File: src/hdl/gpio7_pkg.sv
/*
 * Package for the seven-bit LCD-shared GPIO port: register offsets, field
 * positions, reset values and the carrier structs shared by the port files.
 * Assumes a 32-bit Avalon-MM slave with word-aligned registers.
 */
package gpio7_pkg;

    // ------------------------------------------------------------------
    // Register byte offsets.
    // ------------------------------------------------------------------
    localparam logic [4:0] OFS_PIN_LEVEL = 5'h00; // Pin level and latch write.
    localparam logic [4:0] OFS_LATCH     = 5'h04; // Output latch.
    localparam logic [4:0] OFS_DIRECTION = 5'h08; // Pin direction.
    localparam logic [4:0] OFS_PULLUP_G  = 5'h0C; // Pull-up enable and G pins.
    localparam logic [4:0] OFS_G_DIR     = 5'h10; // G direction and open-drain.
    localparam logic [4:0] OFS_LCD_CTRL  = 5'h14; // LCD control.
    localparam logic [4:0] OFS_SEG_BANK3 = 5'h18; // Segment enable bank 3.

    // ------------------------------------------------------------------
    // Field positions and masks.
    // ------------------------------------------------------------------
    localparam logic [7:0] PORT_MASK        = 8'hFB; // Bit 2 is absent.
    localparam int         PULLUP_EN_BIT    = 6;     // Port pull-up enable.
    localparam int         OPEN_DRAIN_BIT   = 6;     // Unit two open-drain select.
    localparam int         SEGMENT_31_DRIVE_BIT        = 7;     // Segment 31 enable.
    localparam int         PIN7             = 7;     // Shared pin index.

    // ------------------------------------------------------------------
    // Reset values.
    // ------------------------------------------------------------------
    localparam logic [7:0] RST_DIRECTION = 8'hFB; // All implemented pins input.
    localparam logic [7:0] RST_LATCH     = 8'h00; // Latch cleared.
    localparam logic [7:0] RST_PULLUP_G  = 8'h00; // Pull-ups off.
    localparam logic [7:0] RST_OTHER     = 8'h00; // Other control registers.

    // Pin drive bundle toward the pads.
    typedef struct packed {
        logic [7:0] out;   // Level driven when enabled.
        logic [7:0] oe_n;  // Low while the pin is driven.
        logic [7:0] pull;  // Weak pull-up active.
    } pad_drive_t;

    // Avalon-MM request bundle.
    typedef struct packed {
        logic [4:0]  address;
        logic        read;
        logic        write;
        logic [3:0]  byteenable;
        logic [31:0] writedata;
    } avl_req_t;

endpackage

File: src/hdl/gpio7_pin_mux.sv
/*
 * One pin's output selector. Chooses among the LCD override, unit two and
 * the latch, and forms drive, enable and pull-up for a single pad.
 * Assumes all inputs are synchronous to one clock; it is purely combinational.
 */
`timescale 1ns/1ps
`default_nettype none
module gpio7_pin_mux (
    input  wire logic lcd_own_i,    // LCD common or segment owns the pin.
    input  wire logic unit_own_i,   // Unit two is routed to the pin.
    input  wire logic unit_out_i,   // Unit two compare or PWM level.
    input  wire logic open_drain_i, // Open-drain mode for unit two.
    input  wire logic dir_i,        // Direction bit, 1 is input.
    input  wire logic latch_i,      // Output latch bit.
    input  wire logic pull_en_i,    // Port-wide pull-up enable.
    output logic      out_o,        // Level to drive.
    output logic      oe_n_o,       // Low while driving.
    output logic      pull_o        // Weak pull-up on.
);
    // Output data: unit two overrides latch when it owns the pin.
    wire logic drive_data = unit_own_i ? unit_out_i : latch_i;
    // Digital drive only when LCD is idle and direction is output.
    wire logic drive_en   = !lcd_own_i && !dir_i;
    // Open-drain releases the pad whenever unit two owns the pin and its level is high.
    wire logic od_release = unit_own_i && open_drain_i && drive_data;

    assign out_o  = drive_data;
    assign oe_n_o = !(drive_en && !od_release);
    // Pull-up only for input pins with the port enable set.
    assign pull_o = pull_en_i && dir_i && !lcd_own_i;
endmodule
`default_nettype wire

File: src/hdl/gpio7_port.sv
/*
 * Seven-bit GPIO port sharing pins with LCD commons, segment 31
 * and the second compare/capture unit. Registers over Avalon-MM.
 * Assumes pad inputs are synchronous to clk_i and a synchronous reset.
 */
// The register offsets and register access over Avalon-MM are this design's own decisions.
`timescale 1ns/1ps
`default_nettype none
module gpio7_port #(
    parameter int WIDTH = 8 // Pad width; the registers stay 8 bits.
) (
    input  wire logic                  clk_i,              // System clock.
    input  wire logic                  srst_i,             // Synchronous reset.
    input  wire logic [4:0]            avs_address_i,      // Byte address.
    input  wire logic                  avs_read_i,         // Read strobe.
    input  wire logic                  avs_write_i,        // Write strobe.
    input  wire logic [3:0]            avs_byteenable_i,   // Byte lanes.
    input  wire logic [31:0]           avs_writedata_i,    // Write data.
    output logic      [31:0]           avs_readdata_o,     // Read data.
    output logic                       avs_waitrequest_o,  // Stall.
    output logic      [1:0]            avs_response_o,     // 00 ok, 10 slave error.
    input  wire logic [WIDTH-1:0]      pad_in_i,           // Pad levels.
    output logic      [WIDTH-1:0]      pad_out_o,          // Pad drive levels.
    output logic      [WIDTH-1:0]      pad_oe_n_o,         // Low while driven.
    output logic      [WIDTH-1:0]      pad_pullup_o,       // Weak pull-ups.
    output logic      [3:0]            lcd_common_en_o,    // Active commons.
    output logic                       segment_31_drive_o, // Segment 31 owns pin 7.
    input  wire logic                  compare2_pin_select_i, // Config, 0 routes unit two.
    input  wire logic                  unit2_out_i,        // Unit two compare or PWM.
    input  wire logic                  unit2_mode_out_i,   // Unit two in compare/PWM mode.
    output logic                       unit2_capture_o     // Capture input from pin 7.
);
    // ------------------------------------------------------------------
    // Register state.
    // ------------------------------------------------------------------
    logic [7:0] latch_q;      // Output latch.
    logic [7:0] dir_q;        // Direction, 1 is input.
    logic [7:0] pullup_g_q;   // Pull-up enable and G pins.
    logic [7:0] g_dir_q;      // G direction and open-drain selects.
    logic [7:0] lcd_ctrl_q;   // LCD control.
    logic [7:0] seg3_q;       // Segment enable bank 3.
    logic [31:0] rdata_q;     // Registered read data.
    logic        ack_q;       // Answer pulse.
    logic [1:0]  resp_q;      // Answer code.
    gpio7_pkg::pad_drive_t drive; // Combined pad drive.

    // ------------------------------------------------------------------
    // Bus decode.
    // ------------------------------------------------------------------
    wire logic req      = (avs_read_i || avs_write_i) && !ack_q;
    // A write commits at the edge that ends the request, when waitrequest is low.
    wire logic wr_go    = avs_write_i && ack_q && avs_byteenable_i[0];
    wire logic sel_port = avs_address_i == gpio7_pkg::OFS_PIN_LEVEL;
    wire logic sel_lat  = avs_address_i == gpio7_pkg::OFS_LATCH;
    wire logic sel_dir  = avs_address_i == gpio7_pkg::OFS_DIRECTION;
    wire logic sel_pu   = avs_address_i == gpio7_pkg::OFS_PULLUP_G;
    wire logic sel_gdir = avs_address_i == gpio7_pkg::OFS_G_DIR;
    wire logic sel_lcd  = avs_address_i == gpio7_pkg::OFS_LCD_CTRL;
    wire logic sel_seg  = avs_address_i == gpio7_pkg::OFS_SEG_BANK3;
    wire logic mapped   = sel_port | sel_lat | sel_dir | sel_pu | sel_gdir | sel_lcd | sel_seg;
    wire logic [7:0] wbyte = avs_writedata_i[7:0] & gpio7_pkg::PORT_MASK;

    // ------------------------------------------------------------------
    // Pin ownership.
    // ------------------------------------------------------------------
    // Commons 0..3 sit on pins 3..6; the mux field says how many are active.
    wire logic [1:0] mux_field = lcd_ctrl_q[1:0];
    always_comb begin
        case (mux_field)
            2'h0:    lcd_common_en_o = 4'h1;
            2'h1:    lcd_common_en_o = 4'h3;
            2'h2:    lcd_common_en_o = 4'h7;
            default: lcd_common_en_o = 4'hF;
        endcase
    end
    wire logic segment_31_drive_on   = seg3_q[gpio7_pkg::SEGMENT_31_DRIVE_BIT];
    wire logic unit_route = !compare2_pin_select_i;
    wire logic unit_drive = unit_route && unit2_mode_out_i;
    wire logic [7:0] lcd_own = {segment_31_drive_on, lcd_common_en_o, 3'h0};
    wire logic pull_en    = pullup_g_q[gpio7_pkg::PULLUP_EN_BIT];
    wire logic od_sel     = g_dir_q[gpio7_pkg::OPEN_DRAIN_BIT];

    // One selector per implemented pin; bit 2 stays undriven.
    genvar gi;
    generate
        for (gi = 0; gi < WIDTH; gi++) begin : g_pin
            if (gpio7_pkg::PORT_MASK[gi]) begin : g_impl
                gpio7_pin_mux u_mux (
                    .lcd_own_i    (lcd_own[gi]),
                    .unit_own_i   ((gi == gpio7_pkg::PIN7) && unit_drive),
                    .unit_out_i   (unit2_out_i),
                    .open_drain_i (od_sel),
                    .dir_i        (dir_q[gi]),
                    .latch_i      (latch_q[gi]),
                    .pull_en_i    (pull_en),
                    .out_o        (drive.out[gi]),
                    .oe_n_o       (drive.oe_n[gi]),
                    .pull_o       (drive.pull[gi])
                );
            end else begin : g_absent
                assign drive.out[gi]  = 1'b0;
                assign drive.oe_n[gi] = 1'b1;
                assign drive.pull[gi] = 1'b0;
            end
        end
    endgenerate

    assign pad_out_o          = drive.out;
    assign pad_oe_n_o         = drive.oe_n;
    assign pad_pullup_o       = drive.pull;
    assign segment_31_drive_o = segment_31_drive_on;
    // Capture sees pin 7 when unit two is routed and the pin is an input.
    assign unit2_capture_o    = unit_route && dir_q[gpio7_pkg::PIN7] && pad_in_i[gpio7_pkg::PIN7];

    // ------------------------------------------------------------------
    // Register writes.
    // ------------------------------------------------------------------
    // Latch takes writes from either the port or the latch address.
    always_ff @(posedge clk_i) begin
        if (srst_i) begin
            latch_q <= gpio7_pkg::RST_LATCH;
        end else if (wr_go && (sel_port || sel_lat)) begin
            latch_q <= wbyte;
        end
    end

    // Direction returns all pins to input on reset.
    always_ff @(posedge clk_i) begin
        if (srst_i) begin
            dir_q <= gpio7_pkg::RST_DIRECTION;
        end else if (wr_go && sel_dir) begin
            dir_q <= wbyte;
        end
    end

    // Shared control registers.
    always_ff @(posedge clk_i) begin
        if (srst_i) begin
            pullup_g_q <= gpio7_pkg::RST_PULLUP_G;
            g_dir_q    <= gpio7_pkg::RST_OTHER;
            lcd_ctrl_q <= gpio7_pkg::RST_OTHER;
            seg3_q     <= gpio7_pkg::RST_OTHER;
        end else if (wr_go) begin
            if (sel_pu)   pullup_g_q <= avs_writedata_i[7:0];
            if (sel_gdir) g_dir_q    <= avs_writedata_i[7:0];
            if (sel_lcd)  lcd_ctrl_q <= avs_writedata_i[7:0];
            if (sel_seg)  seg3_q     <= avs_writedata_i[7:0];
        end
    end

    // ------------------------------------------------------------------
    // Read mux and answer.
    // ------------------------------------------------------------------
    // Port read returns pad levels; bit 2 forced to zero.
    logic [7:0] rmux;
    always_comb begin
        rmux = 8'h00;
        if (sel_port) rmux = pad_in_i & gpio7_pkg::PORT_MASK;
        if (sel_lat)  rmux = latch_q;
        if (sel_dir)  rmux = dir_q;
        if (sel_pu)   rmux = pullup_g_q;
        if (sel_gdir) rmux = g_dir_q;
        if (sel_lcd)  rmux = lcd_ctrl_q;
        if (sel_seg)  rmux = seg3_q;
    end

    // Every request is answered one cycle after it is seen.
    always_ff @(posedge clk_i) begin
        if (srst_i) begin
            ack_q   <= 1'b0;
            rdata_q <= 32'h0000_0000;
            resp_q  <= 2'h0;
        end else begin
            ack_q   <= req;
            rdata_q <= req ? {24'h00_0000, rmux} : rdata_q;
            resp_q  <= req ? (mapped ? 2'h0 : 2'h2) : resp_q;
        end
    end

    assign avs_waitrequest_o = (avs_read_i || avs_write_i) && !ack_q;
    assign avs_readdata_o    = rdata_q;
    assign avs_response_o    = resp_q;
endmodule
`default_nettype wire

File: config.mk
export PLATFORM = sky130hd
export DESIGN_NAME = gpio7_port
export DESIGN_NICKNAME = d
export VERILOG_FILES = /design/src/hdl/gpio7_pkg.sv /design/src/hdl/gpio7_pin_mux.sv /design/src/hdl/gpio7_port.sv
export SDC_FILE = /design/constraint.sdc
export NUM_CORES = 1
export LEC_CHECK = 0
export ABC_AREA = 0
export BUFFER_PORTS_ARGS = -buffer_cell sky130_fd_sc_hd__buf_2
export CAP_MARGIN = 20
export CORE_MARGIN = 1.5
export CORE_UTILIZATION = 45
export DETAILED_ROUTE_END_ITERATION = 16
export HOLD_SLACK_MARGIN = 0.05
export PLACE_DENSITY = 0.72
export SYNTH_ARGS = -nofsm -noshare
export SYNTH_HDL_FRONTEND = slang
export SYNTH_SLANG_ARGS = --single-unit
File: constraint.sdc
create_clock -name clk_i -period 1.79 [get_ports clk_i]
set_input_delay 0.0895 -clock clk_i [delete_from_list [all_inputs] [get_ports clk_i]]
set_output_delay 0.0895 -clock clk_i [all_outputs]
set_load 0.01 [all_outputs]
=== Yosys cells after proc, flatten, opt, wreduce, memory -nomap -nowiden ===
Cells that the tools add are included.

* Bits in registers: 57
* Input bits: 56
* Output and inout bits: 65
* Logic and storage cells: 87

* Eq/ne operators: 8
* Multiplexer cells: 10
* Bitwise gates (word level): 6
* Reductions and logical operators: 54

{| class="wikitable"
|+ Operator list
! kind !! number
|-
| 8-bit two-way mux || 7
|-
| 1-bit logical AND || 28
|-
| 1-bit zero test || 18
|-
| 5-bit equality test, second input constant || 3
|-
| 4-bit one-hot mux with 3 select lines || 1
|-
| 5-bit by 4-bit equality test with 1-bit output, second input constant || 2
|-
| 2-bit AND reduction || 4
|-
| 1-bit OR || 6
|-
| 5-bit by 3-bit equality test with 1-bit output, second input constant || 1
|-
| 5-bit zero test || 1
|-
| 2-bit by 1-bit equality test with 1-bit output, second input constant || 1
|-
| 2-bit equality test, second input constant || 1
|-
| 2-bit zero test || 1
|-
| 1-bit logical OR || 2
|-
| 2-bit two-way mux || 1
|-
| 1-bit two-way mux || 1
|}

=== Depth between registers and ports, before layout ===
Gate-level depths: netlist of the first run.

* Depth in word-level cells: 8
* Gate-level depth with buffers: 6
* Depth with buffers taken out: 4

=== By module ===
Synthesis of the first run repeated with hierarchy kept, for this count alone.

* Cells, all modules: 330
* Area, all modules: 3,090.5 µm²

{| class="wikitable"
|+ By module, submodules not included
! module !! instances !! cells an instance !! area each (µm²)
|-
| gpio7_port || 1 || 309 || 2,880.3
|-
| gpio7_pin_mux || 7 || 3 || 30.0
|}

=== Worst setup path after synthesis of the first run ===
OpenSTA, ideal clock, no wires.

* Kind: input port to flip-flop
* Start: in avs_address_i[3]
* End: reg g_dir_q[0]
* Arrival time: 1,468 ps
* Path slack: 194 ps
* Cell stages on the path: 6
* Cells stage by stage: buf_6 or4b_4 buf_6 nor3_4 mux2i_1 nor2_1

* Longest elaborated chain between the ends: 2

{| class="wikitable"
|+ Ends and longest elaborated chain
! element !! RTL line !! text
|-
| from (decl) || gpio7_port.sv:14 || <nowiki>input wire logic [4:0] avs_address_i,</nowiki>
|-
| 5-bit equality test || gpio7_port.sv:57 || <nowiki>wire logic sel_gdir = avs_address_i == gpio7_pkg::OFS_G_DIR;</nowiki>
|-
| 2-bit AND reduction (no line) || - ||
|-
| to (signal assigned) || gpio7_port.sv:140 || <nowiki>g_dir_q <= gpio7_pkg::RST_OTHER;</nowiki>
|-
| to (signal assigned) || gpio7_port.sv:145 || <nowiki>if (sel_gdir) g_dir_q <= avs_writedata_i[7:0];</nowiki>
|-
| to (decl) || gpio7_port.sv:39 || <nowiki>logic [7:0] g_dir_q;</nowiki>
|}

Every way passes these cells.
A chain may end at the register's enable or synchronous reset.

=== Final worst setup path of the first run ===
* Start: reg ack_q
* End: reg latch_q[3]

* Longest elaborated chain between the ends: 3

{| class="wikitable"
|+ Ends and longest elaborated chain
! element !! RTL line !! text
|-
| from (decl) || gpio7_port.sv:43 || <nowiki>logic ack_q;</nowiki>
|-
| from (signal assigned) || gpio7_port.sv:174 || <nowiki>ack_q <= req;</nowiki>
|-
| 1-bit logical AND (2 in a row) || gpio7_port.sv:52 || <nowiki>wire logic wr_go = avs_write_i && ack_q && avs_byteenable_i[0];</nowiki>
|-
| 1-bit logical AND || gpio7_port.sv:122 || <nowiki>end else if (wr_go && (sel_port || sel_lat)) begin</nowiki>
|-
| to (signal assigned) || gpio7_port.sv:121 || <nowiki>latch_q <= gpio7_pkg::RST_LATCH;</nowiki>
|-
| to (signal assigned) || gpio7_port.sv:123 || <nowiki>latch_q <= wbyte;</nowiki>
|-
| to (decl) || gpio7_port.sv:36 || <nowiki>logic [7:0] latch_q;</nowiki>
|}

Every way passes these cells.

==> results.md, run 1 <==
- Clock sinks: between 50 and 60
- Initial antenna violation count: 0
- Met3 usage: 0.0418
- Final Non-Filler Cells: ~460
- Post-CTS setup buffer count: 0
- Synth Register Bits: 56
- Cell-internal power: about 1700 uW
- Starting Density: 0.471
- Routed via count: about 2400
- Critical path buffers and inverters: 1
- Max cap viols: 0
- GRT overflow: 0
- Status: finished, violations left
- Die Span X: 85.0 microns
- Vias in the first global route: around 2300
- Final clock skew: around 0.0047 ns
- I/O Buffers: between 60 and 70
- Placed Cells: approximately 450
- CORE AREA: 6420 sq um
- Worst reg-to-reg path cell count: 5
- DRT antenna net count: 0
- Final wirelength: between 7000 and 8000 microns
- Slew Limit Fails: 0
- Worst skew pair latency: roughly 0.32 ns
- Met1 Use GR: 0.269
- Fraction of layout cells with a size suffix above 1: 0.286
- Worst-path clk slew: 0.10 ns
- Setup crit end kind: register
- Post-Place Setup Slack: approximately 0.16 ns
- First-pass GRT wire length: approximately 12000 microns
- Setup slack, reg-to-reg: ~0.27 ns
- Critical-path maximum fanout: 6
- ANT cells: 0
- Clk root buf: clkbuf_8
- Hold WC Path Type: input port to register
- CTS Buf Count: 5
- Final setup viols: 0
- DR pass1 iterations: 11
- IO Count: ~120
- Worst Path Required: around 2.0 ns
- Gr usage total: 0.206
- Max frequency: roughly 660 MHz
- CTS Hold Bufs: 0
- Largest net degree at the start of global routing: 57
- Synthesized area per cell: between 9 and 10 sq um
- Crit path largest cell delay: about 0.35 ns
- CTS tree: yes
- Synth cell types: 37
- Cells after synthesis: about 330
- Cell area after synthesis: roughly 3000 sq um
- Worst EP arrival: roughly 1.7 ns
- Final hold slack: between 0.05 and 0.06 ns
- Period minus WS final: ~1.5 ns
- Row count: 29
- Crit-path slowest cell: dfxtp_1
- Die H: about 85 microns
- Die area: just over 7000 sq um
- Ys flop type: dfxtp_1
- Setup ws final: ~0.27 ns
- Clock Path Buffers: 2
- Family with the most delay on the worst path: simple AND/OR/NAND/NOR gates
- Resize count post-CTS: 0
- Total power draw: about 2300 uW
- GR peak layer: met2
- RSZ-0062 raised after global routing: false
- Ys async rst share: 0
- Yosys Warn Count: 0
- GP Congestion: ~0.85
- Logic gate share of total power: 0.136
- Failing checks: DRC
- Area Growth Syn to Fin: 10.5%
- Post-synth EDFFs: 0
- Final nets: 440
- Clk network pwr share: 0.317
- Slew @ Worst Pin: ~0.56 ns
- Period utilisation layout: 0.850
- Met2 Track Usage GR: 0.335
- PwrDens: 698 nW/um^2
- Relative slew margins: 0.626
- Startpoint types: register
- Leakage: approximately 0.0016 uW
- Sequential power share: 0.547
- Sw frac: 0.270
- CP Depth: 5
- H-Tree Depth: 2
- Register area share after synthesis: 0.370
- WL per Instance: between 15 and 20 microns
- Crit-path cells: nand3_1, nor3_4, buf_12, mux2i_1, nor2_1
- VDD IR-drop max: roughly 0.00053 V
- Routed vias/inst: roughly 5.3
- Post-route DRC violation count: 9
- Sw power: between 600 and 700 uW
- Hold Vio Cnt, Final: 0
- Kind of critical path: register to register
- DP HPWL: around 5200 microns
- Setup TNS: 0 ns
- Hold Crit Depth: 3
- Number of DRC markers in iteration 0: ~210
worst min-delay path: cells and delay by family:
family / cells / cell delay (ns)
buffers and inverters: 1 / 0.11
multiplexers: 1 / 0.07
AND/OR/NAND/NOR: 1 / 0.07
registers in the layout, indices dropped and copies added (netlist names):
signal / count
g_dir_q: 8
avs_response_o: 1
ack_q: 1
dir_q: 7
latch_q: 7
seg3_q: 8
pullup_g_q: 8
avs_readdata_o: 8
lcd_ctrl_q: 8
stage by stage:
| step | util | cell area [sq um] |
|---|---|---|
| after global routing | 0.521 | 3340 |
| final | 0.521 | 3340 |
| after floorplan | - | 3140 |
| after detailed placement | 0.506 | 3250 |
| after global placement | 0.506 | 3250 |
| after CTS | 0.521 | 3340 |
kinds of logic (layout without fill, tap and decap cells):
family          after synthesis  in the layout  synth area share
simple gates                130            130             0.217
mux                          54             54             0.187
flops                        56             56             0.370
other cells                   2             31           0.00248
compound gates               22             22            0.0641
buf+inv                      70             92             0.159
cells in the final DEF (no fill, tap or decap), drive strengths merged:
master,count
a211oi,1
a21oi,2
a311o,1
a311oi,2
and2,3
and3,1
and3b,1
buf,83
clkbuf,7
clkinvlp,1
conb,31
dfxtp,56
inv,1
mux2,7
mux2i,46
mux4,1
nand2,21
nand2b,1
nand3,5
nand3b,7
nand4b,1
nor2,56
nor2b,2
nor3,11
nor3b,1
nor4,14
o211a,1
o21ai,1
o21bai,1
o221a,6
o221ai,6
o22ai,1
or2,3
or3,2
or4b,1
cell type report:
class / instances / area, sq um
Clock inverter: 1 / 7.51
Fill cell: 606 / 3080
Timing Repair Buffer: 83 / 495
Multi-Input combinational cell: 237 / 1530
Sequential cell: 56 / 1120
Inverter: 1 / 3.75
Tap cell: 77 / 96.3
Clock buffer: 7 / 86.3
synthesized netlist by cell type (2+ instances only):
cell type / n / area [sq um]
and2_1: 3 / 18.8
nor2b_1: 2 / 12.5
or2_2: 3 / 18.8
conb_1: 2 / 7.51
buf_2: 4 / 20.0
mux2i_1: 46 / 460
nor3_4: 3 / 48.8
dfxtp_1: 56 / 1120
buf_6: 2 / 22.5
nand3_1: 5 / 25.0
nand2_1: 21 / 78.8
nand3b_1: 7 / 52.6
nor4_1: 14 / 87.6
a21oi_1: 2 / 10.0
buf_4: 53 / 398
nor3_1: 8 / 40.0
o221ai_1: 6 / 52.6
o221a_2: 6 / 67.6
nor2_1: 56 / 210
clkbuf_1: 10 / 37.5
mux2_2: 7 / 78.8
a311oi_1: 2 / 17.5
or3_1: 2 / 12.5
final timing paths:
path / startpoint / endpoint
setup reg to reg: ack_q / latch_q[3]
hold reg to reg: dir_q[3] / dir_q[3]
hold / removal: avs_writedata_i[2] / seg3_q[2]
setup / recovery: ack_q / latch_q[3]
power by group through the flow:
stage	registers [uW]	clock network, uW	logic (uW)
floorplan	1310	0	226
global placement	1300	0	311
detailed placement	1300	0	314
CTS	1280	738	315
global route	1280	796	346
finish	1280	740	317
per-layer routing:
layer	vias to the layer above	share of wire
met1	1144	0.44
met5	-	0
met4	0	0.021
li1	1177	-
met3	14	0.069
met2	111	0.47
Power figures use the tool's default switching activity.
==> run 2, diff against run 1 <==
==> constraint.sdc (replaced) <==
create_clock -name clk_i -period 1.79 [get_ports clk_i]
set_input_delay 0.179 -clock clk_i [delete_from_list [all_inputs] [get_ports clk_i]]
set_output_delay 0.179 -clock clk_i [all_outputs]
set_load 0.01 [all_outputs]
==> run 2 against run 1 <==
Net effect: the run still ends with DRC left; fmax shrank 3.4%; sequential share of layout area down 0.54 points; routed wire length down 2.4%; global-route usage shrank 0.62 points; flip-flop and latch count is the same; die area is the same; clock power is 15% higher; worst setup slack got worse by 0.053 ns; largest cell class unchanged; highest routed layer unchanged.
==> results.md, run 2 (synthesized netlist as in run 1, its figures left out) <==
- Final nets: 444
- Largest net degree at the start of global routing: 36
- FILL cells: 585
- Relative slew margins: 0.568
- Startpoint types: register
- I/O Buffers: between 60 and 70
- Max frequency: roughly 630 MHz
- DR pass1 iterations: 10
- DRT antenna net count: 0
- Number of DRC markers in iteration 0: around 200
- Failing checks: DRC
- Vias in the first global route: around 2200
- Final setup viols: 0
- Post-route DRC violation count: 9
- Routed vias/inst: 5.29
- Die area: 7230 sq um
- CTS Buf Count: 5
- Period utilisation layout: 0.880
- CORE AREA: approximately 6400 sq um
- WL per Instance: about 15 microns
- ANT cells: 0
- Met1 WL: between 3000 and 4000 microns
- Setup crit end kind: output pin
- Routed via count: ~2500
- Max cap viols: 0
- Hold Vio Cnt, Final: 0
- Period minus WS final: 1.57 ns
- Slew Limit Fails: 0
- Clock Path Buffers: 2
- Met3 WL post-DR: ~380 microns
- First-pass GRT wire length: around 11000 microns
- Top Layer Used: met4
- Worst-path clk slew: ~0.10 ns
- GP Congestion: 0.865
- VDD IR-drop max: ~0.00046 V
- Status: finished, violations left
- PwrDens: 721 nW/um^2
- Initial antenna violation count: 0
- Slew @ Worst Pin: roughly 0.65 ns
- RR Startpoint: ack_q
- Hold path startpoint: avs_writedata_i[2]
- Kind of critical path: register to output pin
- Met2 WL: between 3000 and 4000 microns
- Leakage: between 0.0015 and 0.002 uW
- Placed Cells: roughly 450
- IO Count: approximately 120
- Row count: 29
- Final wirelength: just over 7000 microns
- Final clock skew: 0.00662 ns
- Commonest non-fill, non-tap cell in the layout: buf_2
- DP HPWL: 5120 microns
- Fraction of layout cells with a size suffix above 1: 0.298
- Clock sinks: 56
- Setup TNS: 0 ns
- CTS tree: yes
- GRT overflow: 0
- Worst Path Required: around 1.6 ns
- Hold WC Path Type: input port to register
- Worst skew pair latency: ~0.32 ns
- H-Tree Depth: 2
- Worst EP arrival: roughly 1.4 ns
- Most frequent cells in the layout: buf_2 (61), nor2_1 (56), dfxtp_1 (56)
- Area Growth Syn to Fin: 12.3%
- Die Span X: approximately 85 microns
- Die H: approximately 85 microns
- Starting Density: 0.471
- Clk root buf: clkbuf_8
- RSZ-0062 raised after global routing: false
- Critical-path maximum fanout: 9
- Critical Path Start: ack_q
- Final Non-Filler Cells: ~470
- Gr usage total: 0.200
[run 2: cell count changes in the layout (fill, tap and decap cells not counted)]
cell / previous run / this run
clkinvlp_4: 1 / 2
clkbuf_8: 6 / 5
inv_6: 0 / 1
clkbuf_1: 1 / 0
bufinv_16: 0 / 1
buf_4: 20 / 24
inv_1: 1 / 0
[run 2: worst max-delay path, stage by stage, from the launching register on]
cell and delay, ns:
dfxtp_1 0.35, o21bai_1 0.14, buf_4 0.23, clkinvlp_4 0.18, buf_2 0.17
[run 2: report_power, final]
| part | switching (uW) | internal [uW] |
|---|---|---|
| clock network | 428 | 422 |
| logic | 197 | 127 |
| registers | 9.57 | 1270 |
[run 2: path summary, 6_finish.rpt]
kind                  endpoint  slack, ns  depth (start not counted)
max          avs_waitrequest_o       0.22                          4
min                  seg3_q[2]       0.16                          3
max reg2reg  avs_readdata_o[6]       0.29                          4
min reg2reg           dir_q[3]       0.49                          2
[run 2: final cells by class]
cell class	count	area (sq um)	share of cell area
well taps	77	96.3	0.0284
multi-input cells	237	1530	0.451
clock buffers	5	68.8	0.0203
flip-flops and latches	56	1120	0.330
clock inverters	3	46.3	0.0136
repair buffers	87	526	0.155
inverters	1	7.51	0.00221
[run 2: what timing repair did]
item / 4_1_cts / 5_1_grt
gates resized for setup: 0 / 1
setup buffers: 0 / 4
setup endpoints to repair: 0 / 1
hold buffers: 0 / 0
[run 2: metrics by stage]
stage                     area [sq um]  power [uW]  hold slack, ns   util  setup WS [ns]
final                             3400        2450           0.157  0.529          0.215
after global routing              3400        2540           0.155  0.529          0.132
after CTS                         3360        2460           0.147  0.524         0.0301
after detailed placement          3250        1610           0.465  0.506         0.0610
after global placement            3250        1610           0.455  0.506         0.0803
after floorplan                   3140        1540           0.300      -          0.105
[run 2: layer usage]
metal  global-route usage  up-vias
met1                0.265     1177
met3               0.0418        8
met5                    0        -
met2                0.321       92
met4               0.0730        0
li1                     -     1188
==> run 3, diff against run 2 <==
--- a/config.mk
+++ b/config.mk
@@ -15,4 +15,5 @@
 export PLACE_DENSITY = 0.72
 export SYNTH_ARGS = -nofsm -noshare
 export SYNTH_HDL_FRONTEND = slang
+export SYNTH_HIERARCHICAL = 1
 export SYNTH_SLANG_ARGS = --single-unit
==> run 3 against run 2 <==
Net effect: the run now ends clean; cell count up 4.1%; combinational power decreased by 7.4%; utilization shrank 1.1 points; highest routed layer unchanged; clock skew increased by 0.0063 ns; critical path depth down 1; die area up 2.0%.
==> results.md, run 3 <==
- Status: complete, no violations
- CTS tree: yes
- Final Non-Filler Cells: just under 500
- Clock sinks: 56
- Largest net degree at the start of global routing: 33
- Final Core Density: 0.518
- Setup crit end kind: output pin
- Gr usage total: 0.203
- Post-CTS setup buffer count: 0
- CTS Hold Bufs: 0
- Largest area contributor in the netlist: dfxtp_1
- DP HPWL: between 5000 and 6000 microns
- Setup TNS: 0 ns
- Hold path startpoint: srst_i
- Hold Vio Cnt, Final: 0
- Critical Path Start: lcd_ctrl_q[1]
- IO Count: about 120
- VDD IR-drop max: about 0.00027 V
- GP Congestion: ~0.87
- Worst-path clk slew: 0.10 ns
- Vias in the first global route: roughly 2300
- Area contributors post-synth: dfxtp_1 (36%), mux2i_1 (15%), nor2_1 (8.0%)
- FILL cells: between 600 and 700
- Clock Path Buffers: 2
- WL per Instance: about 15 microns
- Routed vias/inst: roughly 5.1
- Ys flop type: dfxtp_1
- Max cap viols: 0
- Ys async rst share: 0
- Die Span X: approximately 86 microns
- GRT overflow: 0
- I/O Buffers: between 60 and 70
- ANT cells: 0
- Slew Limit Fails: 0
- CTS Buf Count: 5
- Max frequency: approximately 630 MHz
- Most frequent cells in the layout: nor2_1 (66), buf_2 (61), dfxtp_1 (56)
- Initial antenna violation count: 0
- Resize count post-CTS: 0
- Relative slew margins: 0.662
- Routed via count: roughly 2500
- Critical-path maximum fanout: 7
- Register area share after synthesis: 0.363
- Number of DRC markers in iteration 0: 109
- Synth Register Bits: 56
- Die area: around 7400 sq um
- Cells after synthesis: 330
- Period minus WS final: 1.58 ns
- Worst skew pair latency: 0.32 ns
- Fraction of layout cells with a size suffix above 1: 0.252
- Crit path largest cell delay: between 0.3 and 0.4 ns
- Final wirelength: roughly 7400 microns
- Slew @ Worst Pin: 0.506 ns
- RSZ-0062 raised after global routing: false
- Yosys Warn Count: 6
- Kind of critical path: register to output pin
- Most common cell in the netlist: nor2_1
- Placed Cells: approximately 480
- Crit-path slowest cell: dfxtp_1
- CORE AREA: 6720 sq um
- First-pass GRT wire length: approximately 12000 microns
- Synth cell types: between 40 and 50
- Startpoint types: register
- H-Tree Depth: 2
- Cell area after synthesis: slightly above 3000 sq um
- Row count: 30
- Starting Density: 0.460
- Final clock skew: between 0.01 and 0.015 ns
- Period utilisation layout: 0.885
- Crit-path cells: or2_2, a311o_1, buf_2
- Yosys top cell area share: 0.363
- Clk root buf: clkbuf_8
- Top cells by count, synth: nor2_1 (66), dfxtp_1 (56), mux2i_1 (47)
- Hold WC Path Type: input port to register
- DR pass1 iterations: 7
- RR Startpoint: ack_q
- Final nets: 460
- Post-synth EDFFs: 0
- DRT antenna net count: 0
- Worst EP arrival: roughly 1.4 ns
- PwrDens: 655 nW/um^2
- Total power draw: about 2300 uW
- Worst Path Required: about 1.6 ns
- Area Growth Syn to Fin: 12.7%
- Post-route DRC violation count: 0
- Die H: between 80 and 90 microns
- Commonest non-fill, non-tap cell in the layout: nor2_1
- Synthesized area per cell: between 9 and 10 sq um
- Final hold slack: between 0.08 and 0.09 ns
- Final setup viols: 0
- Leakage: between 0.0015 and 0.002 uW
## run 3: logic make-up (layout without fill, tap and decap cells)
| logic type | Yosys count | count (layout) | synth area share |
|---|---|---|---|
| compound gates | 44 | 44 | 0.106 |
| buf+inv | 49 | 79 | 0.109 |
| flops | 56 | 56 | 0.363 |
| mux | 56 | 56 | 0.185 |
| other cells | 2 | 47 | 0.00243 |
| simple gates | 123 | 123 | 0.234 |
## run 3: power breakdown
| group | total, uW | internal, uW | switching, uW |
|---|---|---|---|
| Sequential | 1260 | 1250 | 4.71 |
| Clock | 723 | 282 | 442 |
| Combinational | 300 | 99.7 | 200 |
## run 3: critical path: cells and delay by family, from the launching register on
| kind | cells | cell delay, ns |
|---|---|---|
| buffers and inverters | 1 | 0.14 |
| and+or+nand+nor | 1 | 0.31 |
| AOI/OAI and AO/OA | 1 | 0.26 |
| DFF | 1 | 0.38 |
## run 3: path summary, 6_finish.rpt
kind	cells past startpoint	slack, ns	endpoint
hold reg to reg	2	0.46	avs_readdata_o[6]
hold / removal	2	0.08	ack_q
setup / recovery	3	0.21	pad_oe_n_o[4]
setup reg to reg	5	0.26	g_dir_q[6]
## run 3: layout make-up
| class | instances | area [sq um] | share of cell area |
|---|---|---|---|
| Clock buffer | 5 | 68.8 | 0.0198 |
| Timing Repair Buffer | 68 | 358 | 0.103 |
| Multi-Input combinational cell | 270 | 1800 | 0.517 |
| Inverter | 3 | 11.3 | 0.00323 |
| Clock inverter | 3 | 22.5 | 0.00647 |
| Sequential cell | 56 | 1120 | 0.322 |
| Tap cell | 80 | 100 | 0.0287 |
## run 3: routing by layer
| layer | part of all wire | vias up | track usage |
|---|---|---|---|
| met4 | 0.011 | 0 | 0.0528 |
| met2 | 0.49 | 61 | 0.344 |
| met1 | 0.46 | 1175 | 0.267 |
| met5 | 0 | - | 0 |
| li1 | - | 1246 | - |
| met3 | 0.038 | 9 | 0.0346 |
## run 3: metrics by stage
step	instance area, sq um	setup WS (ns)
global route	3480	0.115
finish	3480	0.206
detailed placement	3390	0.202
floorplan	3260	0.579
global placement	3390	0.194
CTS	3480	0.206
